`config.mk`:
```
export PLATFORM = sky130hd
export DESIGN_NAME = ctl_char_action
export DESIGN_NICKNAME = d
export VERILOG_FILES = /design/src/hdl/chk_char_counter.v /design/src/hdl/ctl_char_action.v
export VERILOG_INCLUDE_DIRS = /design/src /design/src/hdl
export SDC_FILE = /design/constraint.sdc
export NUM_CORES = 1
export LEC_CHECK = 0
export BUFFER_PORTS_ARGS = -buffer_cell sky130_fd_sc_hd__buf_2
export CAP_MARGIN = 20
export CORE_MARGIN = 1
export CORE_UTILIZATION = 30
export CTS_CLUSTER_DIAMETER = 40
export DETAILED_ROUTE_END_ITERATION = 12
export GPL_TIMING_DRIVEN = 1
export PLACE_DENSITY_LB_ADDON = 0.08
export SLEW_MARGIN = 20
export SYNTH_ARGS = -nofsm -noshare
export SYNTH_HDL_FRONTEND = slang
export SYNTH_SLANG_ARGS = --single-unit
```
`constraint.sdc`:
```
create_clock -name sys_clk_i -period 9.2 [get_ports sys_clk_i]
set_input_delay 0.92 -clock sys_clk_i [delete_from_list [all_inputs] [get_ports sys_clk_i]]
set_output_delay 0.92 -clock sys_clk_i [all_outputs]
set_load 0.01 [all_outputs]
```
`src/hdl/ctl_action_defs.vh`:
```
/*
 Constants for the control character action block: register offsets,
 action table field positions, reset values and encodings.
 Assumes inclusion by bare name from the design files.
*/
`ifndef CTL_ACTION_DEFS_VH
`define CTL_ACTION_DEFS_VH

// Register byte offsets
`define OFF_ACT_TABLE    12'h000
`define OFF_TABLE_INDEX  12'h004
`define OFF_DETECT       12'h008
`define OFF_CONTROL      12'h00c
`define OFF_STATUS       12'h010
`define OFF_COUNT        12'h014
`define OFF_ADDR         12'h018

// Action table fields
`define ACT_CHK_LO       4
`define ACT_CHK_HI       5
`define ACT_RESYNC       6
`define ACT_STOP         7
`define ACT_STRIP        8
`define ACT_DLE          9
`define ACT_DOUBLE       14
`define ACT_SINGLE       15

// Control register fields
`define CTL_GO           0
`define CTL_SEC          1
`define CTL_TRANSP       2
`define CTL_SIZE_LO      4
`define CTL_SIZE_HI      7
`define CTL_CHK16        8

// Status register fields
`define ST_DONE_PRI      0
`define ST_DONE_SEC      1
`define ST_RX_ACTIVE     2
`define ST_SYNC1         3
`define ST_SYNC2         4
`define ST_CHK_BUSY      5

// Reset values
`define RST_CONTROL      16'h0080
`define RST_COUNT        16'h0000
`define RST_ADDR         16'h0000

// Wide check length in bits (two 8-bit check characters)
`define CHK_BITS_WIDE    16

`endif

```
`src/hdl/chk_char_counter.v`:
```
/*
 Counts block check characters still to be tested or appended.
 Assumes one load pulse at the control character and one step per
 following character boundary.
*/
module chk_char_counter #(
    parameter CW = 3
) (
    input  wire          sys_clk_i,
    input  wire          reset_i,
    input  wire          load_i,
    input  wire [1:0]    sel_i,
    input  wire          wide_i,
    input  wire [3:0]    size_i,
    input  wire          step_i,
    output reg           busy_o,
    output reg  [CW-1:0] left_o
);
    // Characters per check: sel 10 three, 01 two, 11 one
    function [CW-1:0] base_count;
        input [1:0] sel;
        begin
            case (sel)
                2'b10: base_count = 3'h3;
                2'b01: base_count = 3'h2;
                2'b11: base_count = 3'h1;
                default: base_count = 3'h0;
            endcase
        end
    endfunction

    wire [CW-1:0] base = base_count(sel_i);
    // A 16-bit check with short characters needs one per byte
    wire [CW-1:0] need = (wide_i && size_i <= 4'h8 && base != 3'h0) ?
                         3'h2 : base;

    always @(posedge sys_clk_i or posedge reset_i) begin
        if (reset_i) begin
            left_o <= 3'h0;
            busy_o <= 1'b0;
        end else if (load_i) begin
            left_o <= need;
            busy_o <= (need != 3'h0);
        end else if (step_i && left_o != 3'h0) begin
            left_o <= left_o - 3'h1;
            busy_o <= (left_o != 3'h1);
        end
    end
endmodule

```
`src/hdl/ctl_char_action.v`:
```
/*
 Control character action logic: per-character action table, receive
 strip, resync, stop-and-done, check character handling, DLE strip and
 stuffing. Registers reached over APB; word count and buffer
 address step once per stored character.
 Assumes char_valid pulses at each character boundary with the
 detector's match index; the transfer logic owns counts and addresses.
*/
// Chosen here: the address map and the APB interface to the registers.
// Contract
// - Each check character has the selected character length; 16-bit check, 8-bit chars: two.
// - Received check characters under test are not stored; word count unchanged.
// - Receive interrupts held off while check processing runs.
// - Resync clears receive active and sync flags, keeps go, count and address.
// - Resync character goes to memory before receive active clears; here store_o rises on the same edge that clears it.
// - Stop-and-done clears go, sets done of the count register in use.
// - Stop-and-done never switches the active count register.
// - Done interrupt waits while a check test or append runs.
// - Strip withholds matched characters from memory but still accumulates check.
// - Single-match strip acts on narrow characters equal to detect value.
// - Double-match strip acts on a matched pair or wide character.
// - With both selectors set, double-match governs.
// - Receive DLE action with single match strips the leading DLE.
// - After a stripped DLE, a following SYNC is stripped too.
// - After a stripped DLE, a following DLE passes as data.
// - Transmit transparent DLE action inserts an extra DLE.
// - Stripped or inserted DLEs are excluded from the check.
// - Action entry used is the one at the detect entry's index.
// - An empty action entry gives normal handling.
`include "ctl_action_defs.vh"
module ctl_char_action #(
    parameter ENTRIES = 16,
    parameter IW      = 4
) (
    input  wire          sys_clk_i,
    input  wire          reset_i,
    input  wire          psel_i,
    input  wire          penable_i,
    input  wire          pwrite_i,
    input  wire [11:0]   paddr_i,
    input  wire [31:0]   pwdata_i,
    output reg  [31:0]   prdata_o,
    output reg           pready_o,
    output reg           pslverr_o,
    input  wire          char_valid_i,
    input  wire          char_tx_i,
    input  wire [15:0]   char_i,
    input  wire          char_match_i,
    input  wire          char_pair_i,
    input  wire [IW-1:0] char_index_i,
    input  wire          char_is_sync_i,
    input  wire          framing_i,
    output reg           store_o,
    output reg  [15:0]   store_data_o,
    output reg           tx_send_o,
    output reg  [15:0]   tx_data_o,
    output reg           chk_accum_o,
    output reg           count_step_o,
    output reg           rx_irq_enable_o,
    output reg           done_irq_o,
    output reg           go_o,
    output reg           rx_active_o
);
    reg  [15:0]   control_char_action_table [0:ENTRIES-1];
    reg  [IW-1:0] table_index;
    reg  [15:0]   detect;
    reg  [15:0]   control;
    reg           done_pri;
    reg           done_sec;
    reg           sync1;
    reg           sync2;
    reg           dle_seen;
    reg           done_wait;
    reg  [15:0]   count;
    reg  [15:0]   buf_addr;
    reg           stuff_pend;
    reg  [31:0]   next_prdata;
    reg           next_slverr;
    wire          chk_busy;

    wire [15:0] act = control_char_action_table[char_index_i];
    wire        hit = char_valid_i && char_match_i && (act != 16'h0000);
    wire        narrow = control[`CTL_SIZE_HI:`CTL_SIZE_LO] <= 4'h8;
    wire        is_dle = (char_i[7:0] == detect[7:0]);
    wire        access = psel_i && penable_i;
    wire        wr = access && pwrite_i;
    wire        transp = control[`CTL_TRANSP];
    // Per-register write strobes
    wire        wr_table   = wr && (paddr_i == `OFF_ACT_TABLE);
    wire        wr_index   = wr && (paddr_i == `OFF_TABLE_INDEX);
    wire        wr_detect  = wr && (paddr_i == `OFF_DETECT);
    wire        wr_control = wr && (paddr_i == `OFF_CONTROL);
    wire        wr_status  = wr && (paddr_i == `OFF_STATUS);
    wire        wr_count   = wr && (paddr_i == `OFF_COUNT);
    wire        wr_addr    = wr && (paddr_i == `OFF_ADDR);

    // Strip qualification by selector
    function strip_sel;
        input [15:0] a;
        input        pair;
        input        nar;
        input        eq;
        begin
            if (a[`ACT_DOUBLE])
                strip_sel = pair || !nar;
            else if (a[`ACT_SINGLE])
                strip_sel = nar && eq;
            else
                strip_sel = 1'b0;
        end
    endfunction

    wire rx_char  = char_valid_i && !char_tx_i;
    wire chk_char = rx_char && chk_busy;
    wire strip_hit = hit && !char_tx_i && act[`ACT_STRIP] &&
                     strip_sel(act, char_pair_i, narrow, char_i[7:0] == detect[7:0]);
    wire dle_strip = hit && !char_tx_i && act[`ACT_DLE] && act[`ACT_SINGLE] &&
                     !dle_seen;
    wire after_dle_sync = rx_char && dle_seen && char_is_sync_i;
    wire dle_stuff = hit && char_tx_i && transp && act[`ACT_DLE] && is_dle;
    wire chk_load = hit && (act[`ACT_CHK_HI:`ACT_CHK_LO] != 2'b00);

    chk_char_counter #(
        .CW (3)
    ) u_chk (
        .sys_clk_i (sys_clk_i),
        .reset_i   (reset_i),
        .load_i    (chk_load),
        .sel_i     (act[`ACT_CHK_HI:`ACT_CHK_LO]),
        .wide_i    (control[`CTL_CHK16]),
        .size_i    (control[`CTL_SIZE_HI:`CTL_SIZE_LO]),
        .step_i    (char_valid_i && !chk_load),
        .busy_o    (chk_busy),
        .left_o    ()
    );

    // Table writes
    always @(posedge sys_clk_i) begin
        if (wr_table)
            control_char_action_table[table_index] <= pwdata_i[15:0];
    end

    // Index and detect registers
    always @(posedge sys_clk_i or posedge reset_i) begin
        if (reset_i) begin
            table_index <= {IW{1'b0}};
            detect      <= 16'h0000;
        end else begin
            if (wr_index)
                table_index <= pwdata_i[IW-1:0];
            if (wr_detect)
                detect <= pwdata_i[15:0];
        end
    end

    // Word count and buffer address; a stored word outranks a write
    always @(posedge sys_clk_i or posedge reset_i) begin
        if (reset_i) begin
            count    <= `RST_COUNT;
            buf_addr <= `RST_ADDR;
        end else begin
            if (wr_count)
                count <= pwdata_i[15:0];
            if (wr_addr)
                buf_addr <= pwdata_i[15:0];
            if (count_step_o) begin
                count    <= count - 16'h0001;
                buf_addr <= buf_addr + 16'h0001;
            end
        end
    end

    // Control register and go bit
    always @(posedge sys_clk_i or posedge reset_i) begin
        if (reset_i) begin
            control <= `RST_CONTROL;
            go_o    <= 1'b0;
        end else begin
            if (wr_control) begin
                control <= pwdata_i[15:0];
                go_o    <= pwdata_i[`CTL_GO];
            end
            if (hit && act[`ACT_STOP])
                go_o <= 1'b0;
        end
    end

    // Done flags, cleared by writing ones
    always @(posedge sys_clk_i or posedge reset_i) begin
        if (reset_i) begin
            done_pri <= 1'b0;
            done_sec <= 1'b0;
        end else begin
            if (wr_status) begin
                done_pri <= done_pri & ~pwdata_i[`ST_DONE_PRI];
                done_sec <= done_sec & ~pwdata_i[`ST_DONE_SEC];
            end
            // Set wins over a clear in the same cycle
            if (hit && act[`ACT_STOP]) begin
                if (control[`CTL_SEC])
                    done_sec <= 1'b1;
                else
                    done_pri <= 1'b1;
            end
        end
    end

    // Receive active and sync flags
    always @(posedge sys_clk_i or posedge reset_i) begin
        if (reset_i) begin
            rx_active_o <= 1'b0;
            sync1       <= 1'b0;
            sync2       <= 1'b0;
        end else if (hit && act[`ACT_RESYNC] && !char_tx_i) begin
            // Resync wins over framing in the same cycle
            rx_active_o <= 1'b0;
            sync1       <= 1'b0;
            sync2       <= 1'b0;
        end else if (framing_i && go_o) begin
            rx_active_o <= 1'b1;
            sync1       <= 1'b1;
            sync2       <= 1'b1;
        end
    end

    // DLE memory and done interrupt
    always @(posedge sys_clk_i or posedge reset_i) begin
        if (reset_i) begin
            dle_seen   <= 1'b0;
            done_wait  <= 1'b0;
            done_irq_o <= 1'b0;
        end else begin
            done_irq_o <= 1'b0;
            if (rx_char)
                dle_seen <= dle_strip;
            // Done pulse waits for the check counter to empty
            if (hit && act[`ACT_STOP]) begin
                done_wait <= 1'b1;
            end else if (done_wait && !chk_busy && !chk_load) begin
                done_wait  <= 1'b0;
                done_irq_o <= 1'b1;
            end
        end
    end

    // Datapath at the character boundary
    always @(posedge sys_clk_i or posedge reset_i) begin
        if (reset_i) begin
            store_o         <= 1'b0;
            store_data_o    <= 16'h0000;
            tx_send_o       <= 1'b0;
            tx_data_o       <= 16'h0000;
            chk_accum_o     <= 1'b0;
            count_step_o    <= 1'b0;
            rx_irq_enable_o <= 1'b1;
            stuff_pend      <= 1'b0;
        end else begin
            rx_irq_enable_o <= !(chk_busy || chk_load);
            // Resync char is stored in the same edge that drops active
            store_o      <= rx_char && !chk_char && !strip_hit &&
                            !dle_strip && !after_dle_sync;
            count_step_o <= rx_char && !chk_char && !strip_hit &&
                            !dle_strip && !after_dle_sync;
            store_data_o <= char_i;
            // A DLE passed as data stays in the check
            chk_accum_o  <= char_valid_i && !chk_char && !dle_strip &&
                            !after_dle_sync;
            // Extra DLE goes out the cycle after the data DLE
            tx_send_o    <= (char_valid_i && char_tx_i) || stuff_pend;
            stuff_pend   <= dle_stuff;
            if (!stuff_pend)
                tx_data_o <= char_i;
        end
    end

    // Read data for the register being addressed
    always @* begin
        next_prdata = 32'h0000_0000;
        next_slverr = 1'b0;
        case (paddr_i)
            `OFF_ACT_TABLE:   next_prdata = {16'h0000, control_char_action_table[table_index]};
            `OFF_TABLE_INDEX: next_prdata = {{(32-IW){1'b0}}, table_index};
            `OFF_DETECT:      next_prdata = {16'h0000, detect};
            `OFF_CONTROL:     next_prdata = {16'h0000, control[15:1], go_o};
            `OFF_STATUS:      next_prdata = {26'h0000000, chk_busy, sync2, sync1,
                                             rx_active_o, done_sec, done_pri};
            `OFF_COUNT:       next_prdata = {16'h0000, count};
            `OFF_ADDR:        next_prdata = {16'h0000, buf_addr};
            default:          next_slverr = 1'b1;
        endcase
    end

    // APB slave, zero wait states
    // Decoded in the setup cycle, held through the access cycle
    always @(posedge sys_clk_i or posedge reset_i) begin
        if (reset_i) begin
            prdata_o  <= 32'h0000_0000;
            pready_o  <= 1'b0;
            pslverr_o <= 1'b0;
        end else begin
            pready_o  <= psel_i && !penable_i;
            pslverr_o <= psel_i && !penable_i && next_slverr;
            if (psel_i && !penable_i)
                prdata_o <= next_prdata;
        end
    end
endmodule

```
==> results of run 1 <==
[path summary, 6_finish.rpt]
kind | start | to | slack [ps]
setup / recovery | paddr_i[5] | control_char_action_table[0][2]$_DFFE_PP_ | 5410
hold / removal | reset_i | store_data_o[13]$_DFF_PP0_ | 430
setup reg to reg | table_index[0]$_DFFE_PP0P_ | prdata_o[0]$_DFFE_PP0P_ | 6000
hold reg to reg | control[1]$_DFFE_PP0P_ | done_pri$_DFF_PP0_ | 490
max in group asynchronous | reset_i | control[14]$_DFFE_PP0P_ | 7350
min in group sys_clk_i | char_i[9] | store_data_o[9]$_DFF_PP0_ | 450
[cells in the mapped netlist (20+ instances only)]
master	count	area (µm²)
nand3_1	20	100.1
a21oi_1	40	200.2
mux2_2	53	596.8
o21ai_0	33	165.2
mux4_2	116	2613
nor3_1	26	130.1
edfxtp_1	256	7687
dfrtp_1	131	3278
clkbuf_1	36	135.1
buf_4	21	157.7
nand2_1	52	195.2
nor2_1	61	229.0
[kinds of logic after synthesis]
kind of cell               synth area share, %
muxes                                    19.34
buffers and inverters                    2.740
other                                  0.02178
DFF                                      64.00
adders and majority gates               0.6541
xor gates and xnor gates                0.6105
AOI/OAI and AO/OA                        6.127
and+or+nand+nor                          6.512
[per-stage QoR]
stage | instance area, µm² | util, % | power (mW) | setup WS [ps]
2_1_floorplan | 17270 | - | 2.282 | 4729
3_3_place_gp | 18650 | 33.01 | 2.424 | 4751
3_5_place_dp | 18650 | 33.01 | 2.427 | 4753
4_1_cts | 21070 | 37.30 | 5.064 | 5393
5_1_grt | 21090 | 37.32 | 5.193 | 5235
6_report | 21090 | 37.32 | 5.009 | 5413
[routing by layer]
layer / vias to the layer above / track usage [%] / routed length, µm
met3: 86 / 3.862 / 2250
met2: 275 / 28.56 / 24620
met4: 4 / 4.721 / 970
li1: 4540 / - / -
met1: 5485 / 24.52 / 23620
met5: - / 0 / 23
[cell usage in the layout, fill, tap and decap left out, drive strengths merged, types with 7 or more instances in the layout]
master    count
xor2          9
clkinv       24
ha            9
nand2        53
mux2         53
nand3        20
a221oi       12
mux4        116
o22ai         7
dfrtp       131
nor2         61
nor3         27
clkinvlp      9
nand2b        7
clkbuf       90
buf         135
o21ai        36
inv          21
nor2b         8
edfxtp      256
a21oi        40
a211oi        9
a22oi        13
mux2i        12
conb         16
[worst max-delay path, delay by kind of cell]
family                 cells  cell delay, ps
AND/OR/NAND/NOR            5            2390
buffers and inverters      3             740
[power by group]
| group | total, mW | switching, mW | internal, mW |
|---|---|---|---|
| logic | 0.352 | 0.215 | 0.138 |
| registers | 2.04 | 0.0931 | 1.95 |
| clock network | 2.61 | 0.910 | 1.71 |
[state kept, by name, summed over array words and instances, names as in the netlist, 3 cells and up]
signal / count
buf_addr: 16
control_char_action_table: 256
detect: 16
table_index: 4
u_chk.left_o: 3
control: 15
count: 16
prdata_o: 16
store_data_o: 16
tx_data_o: 16
[cell type report]
class,instances,share of cell area [%]
Inverter,17,0.3264
Timing Repair Buffer,135,3.465
Clock buffer,90,9.613
Clock inverter,42,1.863
Sequential cell,389,52.28
Multi-Input combinational cell,599,27.97
Tap cell,756,4.486
==> impl_metrics.py, run 1 <==
metrics = {
    "worst_setup_path": {
        "cp-end-kind": "flop",
        "cp_slowest_stage_delay_ps": 780,
        "critPathSlowestCell": "nor3_1",
        "worstSetupStartpointType": "primary input",
        "worstPathArrival_ps": 4070,
        "required_ps": 9480,
        "cp_max_fo": 20,
        "cp_common_cell": "buf_4",
        "path_cells": "buf_2, nor3_1, and4_1, buf_4, nand2_1, or3_1, nor3_2, buf_4",
        "rr_worst_depth": 5,
        "criticalPathCategory": "in2reg",
    },
    "floorplanning": {
        "die_w_um": 241.6,
        "rows": 87,
        "dieArea_um2": 58350,
        "io_pins": 149,
        "die_height_um": 241.6,
        "start_util_pct": 30.47,
        "core-area_um2": 56500,
    },
    "timing": {
        "fin_skew_ps": 24.18,
        "fin_crit_ps": 3787,
        "tightest_slew_ps": 1081,
        "slew_headroom_pct": 27.76,
        "rsz0062_at_grt": "false",
        "setup-tns-final_ps": 0,
        "drv_slew": 0,
        "finalHoldViolCount": 0,
        "min_period_over_period_pct": 41.16,
        "setup_viol": 0,
        "max_freq_mhz": 264.1,
        "holdWs_ps": 433.2,
    },
    "layout": {
        "seqCellArea_um2": 11020,
        "final_cells": 2028,
        "drive_above_1_share_pct": 35.93,
        "area_delta_synth_final_pct": 22.48,
        "multiInputGateArea_um2": 5897,
        "final_nets": 1299,
        "n_antenna_cell": 0,
        "nFillCells": 5353,
    },
    "synth": {
        "yosys_most_used_dff": "edfxtp_1",
        "syn-instance-count": 1069,
        "syn_area_um2": 17220,
        "ys_seq_area_share_pct": 64.00,
        "syn_avg_cell_area_um2": 16.11,
        "synth.distinct_cells": 68,
        "synth-edff-count": 256,
        "synthArstFlopShare_pct": 34.19,
        "synth.yosys.warnings": 0,
        "synth.ff_latch_count": 389,
    },
    "routing": {
        "ant_nets": 0,
        "routed_wl_mm": 51.48,
        "drcViolationCount": 0,
        "wl_per_cell_um": 25.39,
        "firstDrtPassIters": 5,
        "vias": 10390,
        "via_per_inst": 5.123,
        "drt_iter0_drc": 778,
    },
    "min_path": {
        "hp-class": "in2async",
    },
    "clock_network": {
        "clock_latency_ps": 580,
        "postCtsSetupRepairBufs": 0,
        "cts_buffer_depth": 3,
        "cts_tree": "done",
        "root_buffer": "clkbuf_16",
        "clock-sinks": 389,
        "cts_buffers": 73,
        "cts-resized-gates": 0,
        "path_clk_slew_ps": 50,
        "ctsHoldBuffers": 0,
        "htreeDepth": 3,
    },
    "placed_design": {
        "io_buffer_count": 116,
        "hpwl_mm": 31.74,
        "post-place-cells": 1895,
        "gp_congestion": 0.7977,
    },
    "power": {
        "irDropWorstVdd_uv": 153.0,
        "power.density_nw_per_um2": 237.6,
        "power_leakage_nw": 7.537,
    },
    "global_route": {
        "grt_start_max_net_pins": 70,
        "track_usage_pct": 17.86,
        "grt_pass1_wl_mm": 75.69,
        "grt_pass1_vias": 10740,
        "grt_overflow": 0,
        "antenna_found_initial": 3,
    },
    "status": {
        "status": "finished, final reports clean",
    },
    "job": {
        "max-cap-violations": 0,
    },
}
Note: power is estimated with default switching activity, not from simulation.
==> run 2: changes to the inputs <==
==> constraint.sdc (replaced) <==
create_clock -name sys_clk_i -period 3.4 [get_ports sys_clk_i]
set_input_delay 0.34 -clock sys_clk_i [delete_from_list [all_inputs] [get_ports sys_clk_i]]
set_output_delay 0.34 -clock sys_clk_i [all_outputs]
set_load 0.01 [all_outputs]
==> run 2 against run 1 <==
  * Clock-buffer cell count increased by 1
  * Combinational power grew to 2.8 times the previous value
  * Core utilization up 1.4 points
  * Highest routed layer unchanged
  * Worst setup slack worse by 4700 ps
  * Die area unchanged
  * Largest power group unchanged
  * Wire length is 0.85% lower
  * Global-route usage shrank 0.092 points
  * Critical endpoint is now prdata_o[14]$_DFFE_PP0P_
==> impl_metrics.py, run 2 (same netlist as run 1, synthesis figures left out) <==
metrics = {
    "status": {
        "status": "finished, final reports clean",
    },
    "layout": {
        "nFillCells": 5247,
        "final_util_pct": 38.68,
        "area_delta_synth_final_pct": 26.91,
        "layout_common_cells": "edfxtp_1, dfrtp_1, mux4_2, buf_2, clkbuf_16",
        "mostFrequentLayoutCell": "edfxtp_1",
        "drive_above_1_share_pct": 37.69,
        "stdcell_area_um2": 21850,
        "largest_reg_flops": 256,
        "final_cells": 2096,
        "final_nets": 1360,
        "n_antenna_cell": 0,
        "largest_register": "control_char_action_table",
    },
    "floorplanning": {
        "start_util_pct": 30.47,
        "core-area_um2": 56500,
        "rows": 87,
        "io_pins": 149,
        "dieArea_um2": 58350,
        "die_height_um": 241.6,
        "die_w_um": 241.6,
    },
    "routing": {
        "vias": 10590,
        "routed_wl_mm": 51.04,
        "drcViolationCount": 0,
        "drt_iter0_drc": 760,
        "wl_per_cell_um": 24.35,
        "ant_nets": 0,
        "via_per_inst": 5.050,
        "firstDrtPassIters": 5,
    },
    "global_route": {
        "grt_start_max_net_pins": 72,
        "grt_overflow": 0,
        "grt_pass1_vias": 11020,
        "track_usage_pct": 17.77,
        "grt_pass1_wl_mm": 75.82,
        "antenna_found_initial": 4,
    },
    "clock_network": {
        "clock-sinks": 389,
        "postCtsSetupRepairBufs": 0,
        "clock_latency_ps": 600,
        "htreeDepth": 3,
        "cts_tree": "done",
        "root_buffer": "clkbuf_16",
        "cts_buffer_depth": 3,
        "cts_buffers": 79,
        "cts-resized-gates": 0,
        "path_clk_slew_ps": 50,
    },
    "timing": {
        "drv_slew": 0,
        "finalHoldViolCount": 0,
        "fin_crit_ps": 2640,
        "fin_skew_ps": 22.24,
        "max_freq_mhz": 378.7,
        "tightest_slew_ps": 825.4,
        "rsz0062_at_grt": "false",
        "holdWs_ps": 46.43,
        "slew_headroom_pct": 44.39,
        "fin_ws_ps": 759.5,
        "setup_viol": 0,
        "setup-tns-final_ps": 0,
        "min_period_over_period_pct": 77.66,
    },
    "placed_design": {
        "pre_cts_ws_ps": 588.8,
        "io_buffer_count": 116,
        "hpwl_mm": 33.63,
        "gp_congestion": 0.8079,
        "post-place-cells": 1933,
        "dpl-instance-area_um2": 19000,
    },
    "worst_setup_path": {
        "rrSetupSlack_ps": 760,
        "worstSetupStartpointType": "flop",
        "rr_worst_depth": 5,
        "endpoint": "prdata_o[14]$_DFFE_PP0P_",
        "required_ps": 3860,
        "worstPathArrival_ps": 3100,
        "criticalPathCategory": "reg2reg",
        "cp-end-kind": "flop",
        "reg2reg_to": "prdata_o[14]$_DFFE_PP0P_",
        "r2r_start": "table_index[0]$_DFFE_PP0P_",
        "cp_max_fo": 32,
        "cp-startpoint": "table_index[0]$_DFFE_PP0P_",
    },
    "power": {
        "p_seq_share_pct": 38.9,
        "irDropWorstVdd_uv": 579.0,
        "power_leakage_nw": 7.958,
        "power.share.combinational_pct": 7.0,
        "internal-power_mw": 10.77,
        "power_mw": 14.22,
        "p_sw_mw": 3.447,
        "p_clk_share_pct": 54.2,
        "power.density_nw_per_um2": 650.8,
        "switching_share_pct": 24.24,
    },
    "min_path": {
        "hp-class": "in2reg",
    },
    "job": {
        "max-cap-violations": 0,
    },
}
[run 2: metal layers]
layer,global-route usage (%),up-vias,part of all wire (%)
li1,-,4692,-
met1,24.57,5526,46
met2,28.04,274,48
met3,3.785,89,4.5
met4,5.189,4,2.2
met5,0,-,0.049
[run 2: worst min-delay path by stage]
stage / from / to / slack (ps) / cells after the start
3_3_place_gp: reset_i / store_data_o[14]$_DFF_PP0_ / 280 / 2
6_report: framing_i / sync2$_DFFE_PP0P_ / 50 / 3
2_1_floorplan: char_i[0] / store_data_o[0]$_DFF_PP0_ / 370 / 0
5_1_grt: framing_i / sync2$_DFFE_PP0P_ / 30 / 3
4_1_cts: framing_i / sync2$_DFFE_PP0P_ / 4 / 3
3_5_place_dp: reset_i / store_data_o[14]$_DFF_PP0_ / 290 / 2
[run 2: power by group through the flow]
stage | Clock (mW) | Sequential, mW | Combinational (mW)
2_1_floorplan | 0 | 5.53 | 0.650
3_5_place_dp | 0 | 5.61 | 0.980
6_report | 7.70 | 5.53 | 0.990
3_3_place_gp | 0 | 5.60 | 0.974
4_1_cts | 7.90 | 5.52 | 1.00
5_1_grt | 8.11 | 5.55 | 1.12
[run 2: final cells by class]
class                   count  area (µm²)  area share, %
flip-flops and latches    389       11020          50.46
multi-input cells         599        5833          26.70
clock buffers              91        2126          9.729
repair buffers            190        1306          5.978
well taps                 756       945.9          4.329
clock inverters            54       546.8          2.502
inverters                  17       67.56         0.3092
[run 2: repair_timing]
item,in CTS,in global routing
endpoints found under the setup margin,0,0
endpoints found under the hold margin,89,0
hold buffers,18,0
[run 2: critical path, stage by stage, from the launching register on]
cell,delay [ps]
dfrtp_4,890
buf_12,270
mux4_2,540
mux4_2,520
nand2_1,170
a21oi_1,80
